===== config.mk =====
export PLATFORM = sky130hd
export DESIGN_NAME = uart_global_config
export DESIGN_NICKNAME = d
export VERILOG_FILES = /design/src/verilog/pin_sync3.v /design/src/verilog/uart_global_config.v
export VERILOG_INCLUDE_DIRS = /design/src /design/src/verilog
export SDC_FILE = /design/constraint.sdc
export NUM_CORES = 1
export LEC_CHECK = 0
export BUFFER_PORTS_ARGS = -buffer_cell sky130_fd_sc_hd__clkbuf_2
export CELL_PAD_IN_SITES_DETAIL_PLACEMENT = 0
export CELL_PAD_IN_SITES_GLOBAL_PLACEMENT = 2
export CORE_MARGIN = 2
export CORE_UTILIZATION = 34
export CTS_CLUSTER_DIAMETER = 120
export CTS_CLUSTER_SIZE = 14
export DETAILED_ROUTE_END_ITERATION = 10
export PLACE_DENSITY = 0.89
export SLEW_MARGIN = 10
export SYNTH_ARGS = -nofsm -noshare
export SYNTH_HDL_FRONTEND = slang
export SYNTH_HIERARCHICAL = 1
export SYNTH_SLANG_ARGS = --single-unit

===== constraint.sdc =====
create_clock -name i_sys_clk -period 4.7 [get_ports i_sys_clk]
set_clock_uncertainty 0.15 [all_clocks]
set_input_delay 0.47 -clock i_sys_clk [delete_from_list [all_inputs] [get_ports i_sys_clk]]
set_output_delay 0.47 -clock i_sys_clk [all_outputs]
set_load 0.01 [all_outputs]

===== src/verilog/uart_global_map.vh =====
/*
 Register offsets, field positions, reset values and timing counts for the
 global configuration block of the eight-channel UART.
 Assumes a 32-bit classic Wishbone slave with one register per aligned word.
*/
`ifndef UART_GLOBAL_MAP_VH
`define UART_GLOBAL_MAP_VH

// ****************************************************************
// Register indices (byte address is index times four)
// ****************************************************************
`define IDX_CHANNEL_PENDING_SUMMARY 8'h80
`define IDX_SOURCE_LOCATOR_LOW      8'h81
`define IDX_SOURCE_LOCATOR_MID      8'h82
`define IDX_SOURCE_LOCATOR_HIGH     8'h83
`define IDX_COUNTER_CONTROL         8'h84
`define IDX_COUNTER_RESERVED        8'h85
`define IDX_COUNTER_VALUE_LOW       8'h86
`define IDX_COUNTER_VALUE_HIGH      8'h87
`define IDX_SAMPLING_RATE_SELECT    8'h88
`define IDX_RESERVED_GLOBAL_A       8'h89
`define IDX_CHANNEL_SOFT_RESET      8'h8A
`define IDX_CHANNEL_SLEEP_ENABLE    8'h8B
`define IDX_SILICON_REVISION        8'h8C
`define IDX_DEVICE_IDENTIFICATION   8'h8D
`define IDX_WAKE_CONTROL            8'h8F

// ****************************************************************
// Field positions
// ****************************************************************
`define CTL_INT_ENABLE  0
`define CTL_RUN         1
`define CTL_ONE_SHOT    2
`define CTL_EXT_CLOCK   3

// ****************************************************************
// Source codes
// ****************************************************************
`define SRC_NONE        3'h0
`define SRC_RX          3'h1
`define SRC_RX_TIMEOUT  3'h2
`define SRC_TX_READY    3'h3
`define SRC_MODEM       3'h4
`define SRC_TIMER       3'h7

// ****************************************************************
// Reset values, identity and timing
// ****************************************************************
`define RST_BYTE        8'h00
`define RST_COUNT       16'h0000
`define ID_SERIES       4'hA    // Arbitrary series code
`define ID_CHANNELS     4'h8
`define REV_VALUE       8'h05   // Arbitrary revision value
`define WAKE_SETTLE_CLKS 6'h20

`endif


===== src/verilog/pin_sync3.v =====
/*
 Three-flop synchroniser with agreement filter for one pin input.
 Assumes the pin is asynchronous to i_sys_clk.
*/
`timescale 1ns/10ps

module pin_sync3 (
   input  wire i_sys_clk,   // System clock
   input  wire i_reset_n,   // Async reset, active low
   input  wire i_pin,       // Raw pin
   output reg  o_level      // Filtered level
);

   reg s1_q;                // First stage, read only by s2
   reg s2_q;                // Second stage
   reg s3_q;                // Third stage

   // ****************************************************************
   // Chain; level changes only when stages two and three agree
   // ****************************************************************
   always @(posedge i_sys_clk or negedge i_reset_n) begin
      if (!i_reset_n) begin
         s1_q    <= 1'b0;
         s2_q    <= 1'b0;
         s3_q    <= 1'b0;
         o_level <= 1'b0;
      end else begin
         s1_q <= i_pin;
         s2_q <= s1_q;
         s3_q <= s2_q;
         if (s2_q == s3_q) begin  // Agreement filter
            o_level <= s3_q;
         end
      end
   end

endmodule // pin_sync3


===== src/verilog/uart_global_config.v =====
/*
 Global configuration and status registers of an eight-channel UART:
 pending summary, source locator, down-counting timer, sampling select,
 soft reset, sleep control with wake-up and identity registers.
 Assumes per-channel cause levels and activity flags come from channel logic
 on the same clock; the external counter clock is an asynchronous pin.
*/
// Functional notes
// - Eight-bit summary, bit N flags channel N
// - Summary clears when channel cause is cleared
// - 24-bit locator, three bits per channel packed
// - Priority 1: receive ready or line error
// - Code 010: receive time-out, priority 2
// - Code 011: transmit ready, priority 3
// - Code 100: modem change or flow character
// - Code 111: timer, channel 0 only
// - 16-bit down counter, internal or pin clock
// - Control bit 0 enables; read clears timer
// - Control bit 1 runs or pauses counter
// - Control bit 2 selects one-shot mode
// - Control bit 3 selects pin clock
// - Value from low and high bytes, reset zero
// - Sampling bit N selects 8X for channel
// - Soft reset bit pulses and self-clears
// - Sleep enabled; enters only without pending interrupt
// - All asleep stops oscillator; wake on activity
// - Wait 32 clocks after wake-up
// - Wake-up interrupt reports no source pending
// - Identification: series nibble, channel count nibble
// - Read-only revision register
// - Interrupt registers read zero after reset
// - Wake interrupt only if enabled and all slept
`timescale 1ns/10ps
`include "uart_global_map.vh"

module uart_global_config (
   input  wire        i_sys_clk,        // System clock, 200 MHz
   input  wire        i_reset_n,        // Async reset, active low
   // Wishbone classic slave
   input  wire        i_wb_cyc,         // Cycle
   input  wire        i_wb_stb,         // Strobe
   input  wire        i_wb_we,          // Write enable
   input  wire [9:0]  i_wb_adr,         // Byte address
   input  wire [3:0]  i_wb_sel,         // Byte lanes
   input  wire [31:0] i_wb_dat,         // Write data
   output reg  [31:0] o_wb_dat,         // Read data
   output reg         o_wb_ack,         // Acknowledge
   // Per-channel cause levels from channel logic
   input  wire [7:0]  i_rx_ready,       // Receive ready or line error
   input  wire [7:0]  i_rx_timeout,     // Receive time-out
   input  wire [7:0]  i_tx_ready,       // Transmit ready
   input  wire [7:0]  i_modem_change,   // Modem or flow character
   input  wire [7:0]  i_chan_activity,  // Receive byte or input change
   input  wire        i_external_counter_clock_pin, // Pin clock
   // Outputs
   output reg  [7:0]  o_sample_8x,      // 8X sampling per channel
   output reg  [7:0]  o_chan_reset,     // One-cycle soft reset pulse
   output reg  [7:0]  o_chan_asleep,    // Channel sleeping
   output reg         o_osc_stop,       // Oscillator shut off
   output reg         o_chan_ready,     // Channels fully operational
   output reg         o_irq             // Any interrupt pending
);

   // ****************************************************************
   // Declarations
   // ****************************************************************
   reg  [7:0]  ctl_q;          // Counter control bits 3:0 used
   reg  [7:0]  sleep_en_q;     // Sleep enable per channel
   reg  [15:0] preset_q;       // Programmed count
   reg  [15:0] count_q;        // Running count
   reg         tmr_pend_q;     // Timer interrupt latched
   reg         wake_en_q;      // Wake-up interrupt enable
   reg         wake_pend_q;    // Wake-up interrupt latched
   reg         full_sleep_q;   // All eight asleep
   reg  [5:0]  settle_q;       // Post-wake settle counter
   reg         ext_prev_q;     // Previous filtered pin level
   reg  [7:0]  rd_data_d;      // Read mux
   reg  [2:0]  src_d [0:7];    // Per-channel code
   wire [23:0] locator;        // Packed codes
   wire [7:0]  pending;        // Summary
   wire        ext_level;      // Filtered pin clock
   wire        access;         // New bus request
   wire        wr;             // Write this cycle
   wire        rd;             // Read this cycle
   wire [7:0]  idx;            // Register index
   wire        tick;           // Counter step enable
   wire        ctl_read;       // Control register read
   wire        any_activity;   // Wake source
   wire        one_shot_done;  // One-shot time-out this cycle

   assign access = i_wb_cyc & i_wb_stb & ~o_wb_ack;
   assign wr     = access & i_wb_we & i_wb_sel[0];
   assign rd     = access & ~i_wb_we;
   assign idx    = i_wb_adr[9:2];
   assign ctl_read = rd & (idx == `IDX_COUNTER_CONTROL);
   assign any_activity = |i_chan_activity;

   // ****************************************************************
   // Pin clock synchroniser
   // ****************************************************************
   pin_sync3 u_ext_sync (
      .i_sys_clk (i_sys_clk),
      .i_reset_n (i_reset_n),
      .i_pin     (i_external_counter_clock_pin),
      .o_level   (ext_level)
   );

   // Internal clock steps every cycle; pin clock on its rising edge
   assign tick = ctl_q[`CTL_EXT_CLOCK] ? (ext_level & ~ext_prev_q) : 1'b1;

   // ****************************************************************
   // Source encoding, highest priority first
   // ****************************************************************
   genvar g;
   generate
      for (g = 0; g < 8; g = g + 1) begin : g_src
         always @* begin
            if (i_rx_ready[g]) begin
               src_d[g] = `SRC_RX;
            end else if (i_rx_timeout[g]) begin
               src_d[g] = `SRC_RX_TIMEOUT;
            end else if (i_tx_ready[g]) begin
               src_d[g] = `SRC_TX_READY;
            end else if (i_modem_change[g]) begin
               src_d[g] = `SRC_MODEM;
            end else if ((g == 0) && tmr_pend_q) begin
               src_d[g] = `SRC_TIMER;
            end else begin
               src_d[g] = `SRC_NONE;                // Wake-up shows as none
            end
         end
         // Channel clears when its cause is cleared upstream
         assign pending[g] = (src_d[g] != `SRC_NONE);
         assign locator[3*g +: 3] = src_d[g];
      end
   endgenerate

   // ****************************************************************
   // Read multiplexer; reserved bits and unmapped read zero
   // ****************************************************************
   always @* begin
      case (idx)
         `IDX_CHANNEL_PENDING_SUMMARY: rd_data_d = pending;
         `IDX_SOURCE_LOCATOR_LOW:      rd_data_d = locator[7:0];
         `IDX_SOURCE_LOCATOR_MID:      rd_data_d = locator[15:8];
         `IDX_SOURCE_LOCATOR_HIGH:     rd_data_d = locator[23:16];
         `IDX_COUNTER_CONTROL:         rd_data_d = {4'h0, ctl_q[3:0]};
         `IDX_COUNTER_VALUE_LOW:       rd_data_d = preset_q[7:0];
         `IDX_COUNTER_VALUE_HIGH:      rd_data_d = preset_q[15:8];
         `IDX_SAMPLING_RATE_SELECT:    rd_data_d = o_sample_8x;
         `IDX_CHANNEL_SLEEP_ENABLE:    rd_data_d = sleep_en_q;
         `IDX_SILICON_REVISION:        rd_data_d = `REV_VALUE;
         `IDX_DEVICE_IDENTIFICATION:   rd_data_d = {`ID_SERIES, `ID_CHANNELS};
         `IDX_WAKE_CONTROL:            rd_data_d = {6'h00, wake_pend_q, wake_en_q};
         default:                      rd_data_d = `RST_BYTE;
      endcase
   end

   // ****************************************************************
   // Bus answer: ack one cycle after request, dropped the next
   // ****************************************************************
   always @(posedge i_sys_clk or negedge i_reset_n) begin
      if (!i_reset_n) begin
         o_wb_ack <= 1'b0;
         o_wb_dat <= 32'h00000000;
      end else begin
         o_wb_ack <= access;
         if (rd) begin
            o_wb_dat <= {24'h000000, rd_data_d};
         end
      end
   end

   // ****************************************************************
   // Writable registers and soft reset pulse
   // ****************************************************************
   always @(posedge i_sys_clk or negedge i_reset_n) begin
      if (!i_reset_n) begin
         ctl_q        <= `RST_BYTE;
         preset_q     <= `RST_COUNT;
         o_sample_8x  <= `RST_BYTE;
         sleep_en_q   <= `RST_BYTE;
         o_chan_reset <= `RST_BYTE;
         wake_en_q    <= 1'b0;
      end else begin
         // Self-clearing: pulse lasts one cycle only
         o_chan_reset <= `RST_BYTE;
         if (wr) begin
            case (idx)
               `IDX_COUNTER_CONTROL:      ctl_q <= {4'h0, i_wb_dat[3:0]};
               `IDX_COUNTER_VALUE_LOW:    preset_q[7:0] <= i_wb_dat[7:0];
               `IDX_COUNTER_VALUE_HIGH:   preset_q[15:8] <= i_wb_dat[7:0];
               `IDX_SAMPLING_RATE_SELECT: o_sample_8x <= i_wb_dat[7:0];
               `IDX_CHANNEL_SOFT_RESET:   o_chan_reset <= i_wb_dat[7:0];
               `IDX_CHANNEL_SLEEP_ENABLE: sleep_en_q <= i_wb_dat[7:0];
               `IDX_WAKE_CONTROL:         wake_en_q <= i_wb_dat[0];
               default:                   ctl_q <= ctl_q;
            endcase
         end
         // One-shot stops itself; a host write to control in that cycle wins
         if (one_shot_done && !(wr && (idx == `IDX_COUNTER_CONTROL))) begin
            ctl_q[`CTL_RUN] <= 1'b0;
         end
      end
   end

   // ****************************************************************
   // Down counter; time-out at zero, reload or stop
   // ****************************************************************
   always @(posedge i_sys_clk or negedge i_reset_n) begin
      if (!i_reset_n) begin
         count_q    <= `RST_COUNT;
         tmr_pend_q <= 1'b0;
         ext_prev_q <= 1'b0;
      end else begin
         ext_prev_q <= ext_level;
         if (wr && (idx == `IDX_COUNTER_CONTROL) && i_wb_dat[`CTL_RUN] && !ctl_q[`CTL_RUN]) begin
            count_q <= preset_q;           // Start loads the preset
         end else if (ctl_q[`CTL_RUN] && tick) begin   // Paused keeps count
            if (count_q == 16'h0000) begin
               count_q <= preset_q;
            end else begin
               count_q <= count_q - 16'h0001;
            end
         end
         // One-shot stop clears run in the register process
         // Set wins over the clearing read
         if (ctl_q[`CTL_RUN] && tick && (count_q == 16'h0000) && ctl_q[`CTL_INT_ENABLE]) begin
            tmr_pend_q <= 1'b1;
         end else if (ctl_read) begin
            tmr_pend_q <= 1'b0;
         end
      end
   end

   // ****************************************************************
   // Sleep, oscillator stop, wake-up and settle
   // ****************************************************************
   always @(posedge i_sys_clk or negedge i_reset_n) begin
      if (!i_reset_n) begin
         o_chan_asleep <= `RST_BYTE;
         o_osc_stop    <= 1'b0;
         full_sleep_q  <= 1'b0;
         wake_pend_q   <= 1'b0;
         settle_q      <= 6'h00;
         o_chan_ready  <= 1'b1;
         o_irq         <= 1'b0;
      end else begin
         // Channel sleeps only while enabled and not pending
         // Wake interrupt counts as pending: no re-sleep until it is read
         o_chan_asleep <= sleep_en_q & ~pending & ~{8{wake_pend_q}};
         if (full_sleep_q && any_activity) begin
            // Wake: restart oscillator, report with no source
            full_sleep_q <= 1'b0;
            o_osc_stop   <= 1'b0;
            settle_q     <= `WAKE_SETTLE_CLKS;
            o_chan_ready <= 1'b0;
            if (wake_en_q) begin
               wake_pend_q <= 1'b1;
            end
         end else begin
            if ((o_chan_asleep == 8'hFF) && (settle_q == 6'h00) && !any_activity) begin
               full_sleep_q <= 1'b1;
               o_osc_stop   <= 1'b1;
            end
            if (rd && (idx == `IDX_WAKE_CONTROL)) begin
               wake_pend_q <= 1'b0;
            end
            if (settle_q != 6'h00) begin
               settle_q <= settle_q - 6'h01;
               o_chan_ready <= (settle_q == 6'h01);
            end
         end
         o_irq <= (|pending) | wake_pend_q;   // Zero after reset
      end
   end

   // One-shot: drop run after the time-out tick
   assign one_shot_done = ctl_q[`CTL_ONE_SHOT] & ctl_q[`CTL_RUN] & tick & (count_q == 16'h0000);

endmodule // uart_global_config


==> metrics.md <==
| Metric | Value |
|---|---|
| Die Area | 16800 µm² |
| Mapped Avg Cell Area | 9.84 µm² |
| Iter 0 DRT Violations | 477 |
| Max Fclk | 335 MHz |
| DRT Wirelength | 16600 µm |
| Placed cells | 834 |
| Worst vdd ir | 174 µV |
| Asr flop ratio synth | 100% |
| CP Max Fanout | 28 |
| HPWL after DPL | 12400 µm |
| Pwr dens | 319 nW/µm² |
| Area growth, synth to finish | 16.1% |
| Top-count cell post-synth | dfrtp_1 |
| Synth unique cells | 70 |
| H-tree depth | 3 |
| Post_cts resized | 0 |
| Predominant post-synthesis flop cell | dfrtp_1 |
| Cell area after synthesis | 5360 µm² |
| Via count | 4696 |
| Worst path bufs/invs | 1 |
| Vias in the first global route | 4485 |
| CP Capture Type | flop |
| Final period utilization | 63.6% |
| Overflow after GRT | 0 |
| RSZ-0062 raised after global routing | no |
| Worst EP required | 4.76 ns |
| Max incr delay on CP | 1.04 ns |
| Synth warn | 6 |
| Post-synth EDFFs | 0 |
| Die W | 130 µm |
| Arrival time worst endpoint | 3.05 ns |
| DRC viols | 0 |
| Sequential area share after synthesis | 43.9% |
| Status | completed |
| Post-Layout Cell Count | 850 |
| Initial core utilization | 35.0% |
| Setup bufs post-CTS | 0 |
| CTS Root Cell | clkbuf_16 |
| Max_slew headroom | 18.8% |
| Maxcap violations | 0 |
| Layout cells sized above 1 | 27.1% |
| Worst Tran Pin Value | 1.21 ns |
| Hold Vio Cnt, Final | 0 |
| Main area contributors after synthesis | dfrtp_1, mux2_2, buf_4 |
| GRT Util Overall | 19.9% |
| # hold bufs at CTS | 0 |
| I/O pin count | 152 |
| Crit path max-delay family | compound AO/OA/AOI/OAI gates |
| HP Class | in -> async |
| Synth area leader | dfrtp_1 |
| Gate Count Post-Synth | 545 |
| Num rows | 45 |
| Clk_lat worst skew | 0.36 ns |
| Crit path max-delay cell type | o31ai_2 |
| CP cell instances | clkbuf_2, and2b_1, nand3_2, o31ai_2, o21ai_0, o2bb2ai_1 |
| Antenna Cells | 0 |
| P_leak | 0.00280 µW |
| RePlAce Congestion | 0.897 |
| Vias/cell | 5.52 |
| Clock transition at path regs | 0.07 ns |
| First-pass GRT wire length | 25100 µm |
| Final setup violation count | 0 |
| Clock buffer depth | 2 |
| Slew Viols, Final | 0 |
| Fin Setup TNS | 0 ns |
| Largest net degree at the start of global routing | 65 |
| #FFs+latches synth | 94 |
| Final antenna-violating net count | 0 |
| Layout Nets | 730 |
| Die Y | 130 µm |
| Worst setup SP type | primary input |
| Initial antenna violation count | 0 |
| Clock sinks | 94 |
| Yosys top cell area share | 43.4% |
| Min Clock Period, post-route | 2.99 ns |
| Synth cell count leaders | dfrtp_1, nand2_1, mux2_2 |
| Drt pass-1 iters | 6 |
| Num CTS Buffers | 9 |
| Port bufs | 98 |
| Total core area | 15300 µm² |
| Routed len/inst | 19.5 µm |
| CTS tree | built |
| Class of the most critical setup path | in -> reg |
## stage by stage
stage | hold slack [ns] | utilization (%) | setup WS (ns) | total power [µW] | instance area, µm²
6_report | 0.0496 | 40.7 | 1.71 | 1980 | 6230
5_1_grt | 0.0598 | 40.7 | 1.60 | 2090 | 6230
4_1_cts | 0.0593 | 40.7 | 1.79 | 1990 | 6230
3_5_place_dp | 0.186 | 38.9 | 1.41 | 1300 | 5960
2_1_floorplan | 0.0244 | - | 2.50 | 1180 | 5450
3_3_place_gp | 0.184 | 38.9 | 1.51 | 1280 | 5960
## metal layers
layer	track usage (%)	wire length, µm	up-vias
met2	31.4	7640	217
met1	26.6	7320	2309
met5	0	0	-
li1	-	-	2143
met3	5.08	1270	27
met4	6.89	371	0
## registers in the layout, indices dropped and copies added, names as in the netlist
register / cells
o_wb_dat: 8
count_q: 16
ext_prev_q: 1
u_ext_sync/s1_q: 1
u_ext_sync/o_level: 1
o_irq: 1
o_sample_8x: 8
wake_en_q: 1
o_chan_asleep: 8
o_chan_reset: 8
o_chan_ready: 1
full_sleep_q: 1
u_ext_sync/s2_q: 1
sleep_en_q: 8
settle_q: 6
o_wb_ack: 1
tmr_pend_q: 1
preset_q: 16
ctl_q: 4
u_ext_sync/s3_q: 1
wake_pend_q: 1
## cell type report
class | count | area (µm²)
multi-input cells | 409 | 2750
clock inverters | 5 | 40.0
flip-flops and latches | 94 | 2350
clock buffers | 11 | 233
inverters | 19 | 71.3
well taps | 211 | 264
fillers | 1523 | 9090
repair buffers | 101 | 515
## cell usage in the layout (no fill, tap or decap), drive strengths merged, types with 6 or more instances in the layout
master	Yosys	layout
clkbuf	11	108
dfrtp	93	93
nand2	50	50
mux2	41	41
nor2	34	34
nor3	26	26
conb	1	24
o21ai	23	23
inv	18	21
a21oi	18	18
nand3	18	18
mux2i	17	17
and2	13	13
nor4	11	11
nand4	11	11
nor2b	10	10
or4	7	7
a31oi	7	7
nor3b	6	6
a22oi	6	6
## cell families (layout without fill, tap and decap cells)
| logic type | after synthesis | in the layout | synth area share [%] |
|---|---|---|---|
| buf+inv | 65 | 136 | 6.60 |
| xor+xnor | 2 | 2 | 0.327 |
| fa+ha+maj | 5 | 5 | 1.14 |
| flops | 94 | 94 | 43.9 |
| simple gates | 212 | 212 | 21.6 |
| compound gates | 107 | 107 | 14.2 |
| mux | 59 | 59 | 12.2 |
| other cells | 1 | 24 | 0.0699 |
## power by group
group	switching (µW)	internal, µW
registers	83.9	874
logic	194	135
clock network	331	365
total	610	1370
## path summary, 6_finish.rpt
path / start / end / slack, ns / cells after the start
max: i_wb_adr[4] / count_q[11] / 1.71 / 6
min: i_reset_n / settle_q[4] / 0.05 / 1
max reg2reg: o_wb_ack / count_q[11] / 1.86 / 5
min reg2reg: u_ext_sync/s1_q / u_ext_sync/s2_q / 0.20 / 0
max in group asynchronous: i_reset_n / o_chan_ready / 3.37 / 2
min in group i_sys_clk: i_external_counter_clock_pin / u_ext_sync/s1_q / 0.07 / 1
(Power assumes the default switching activity.)
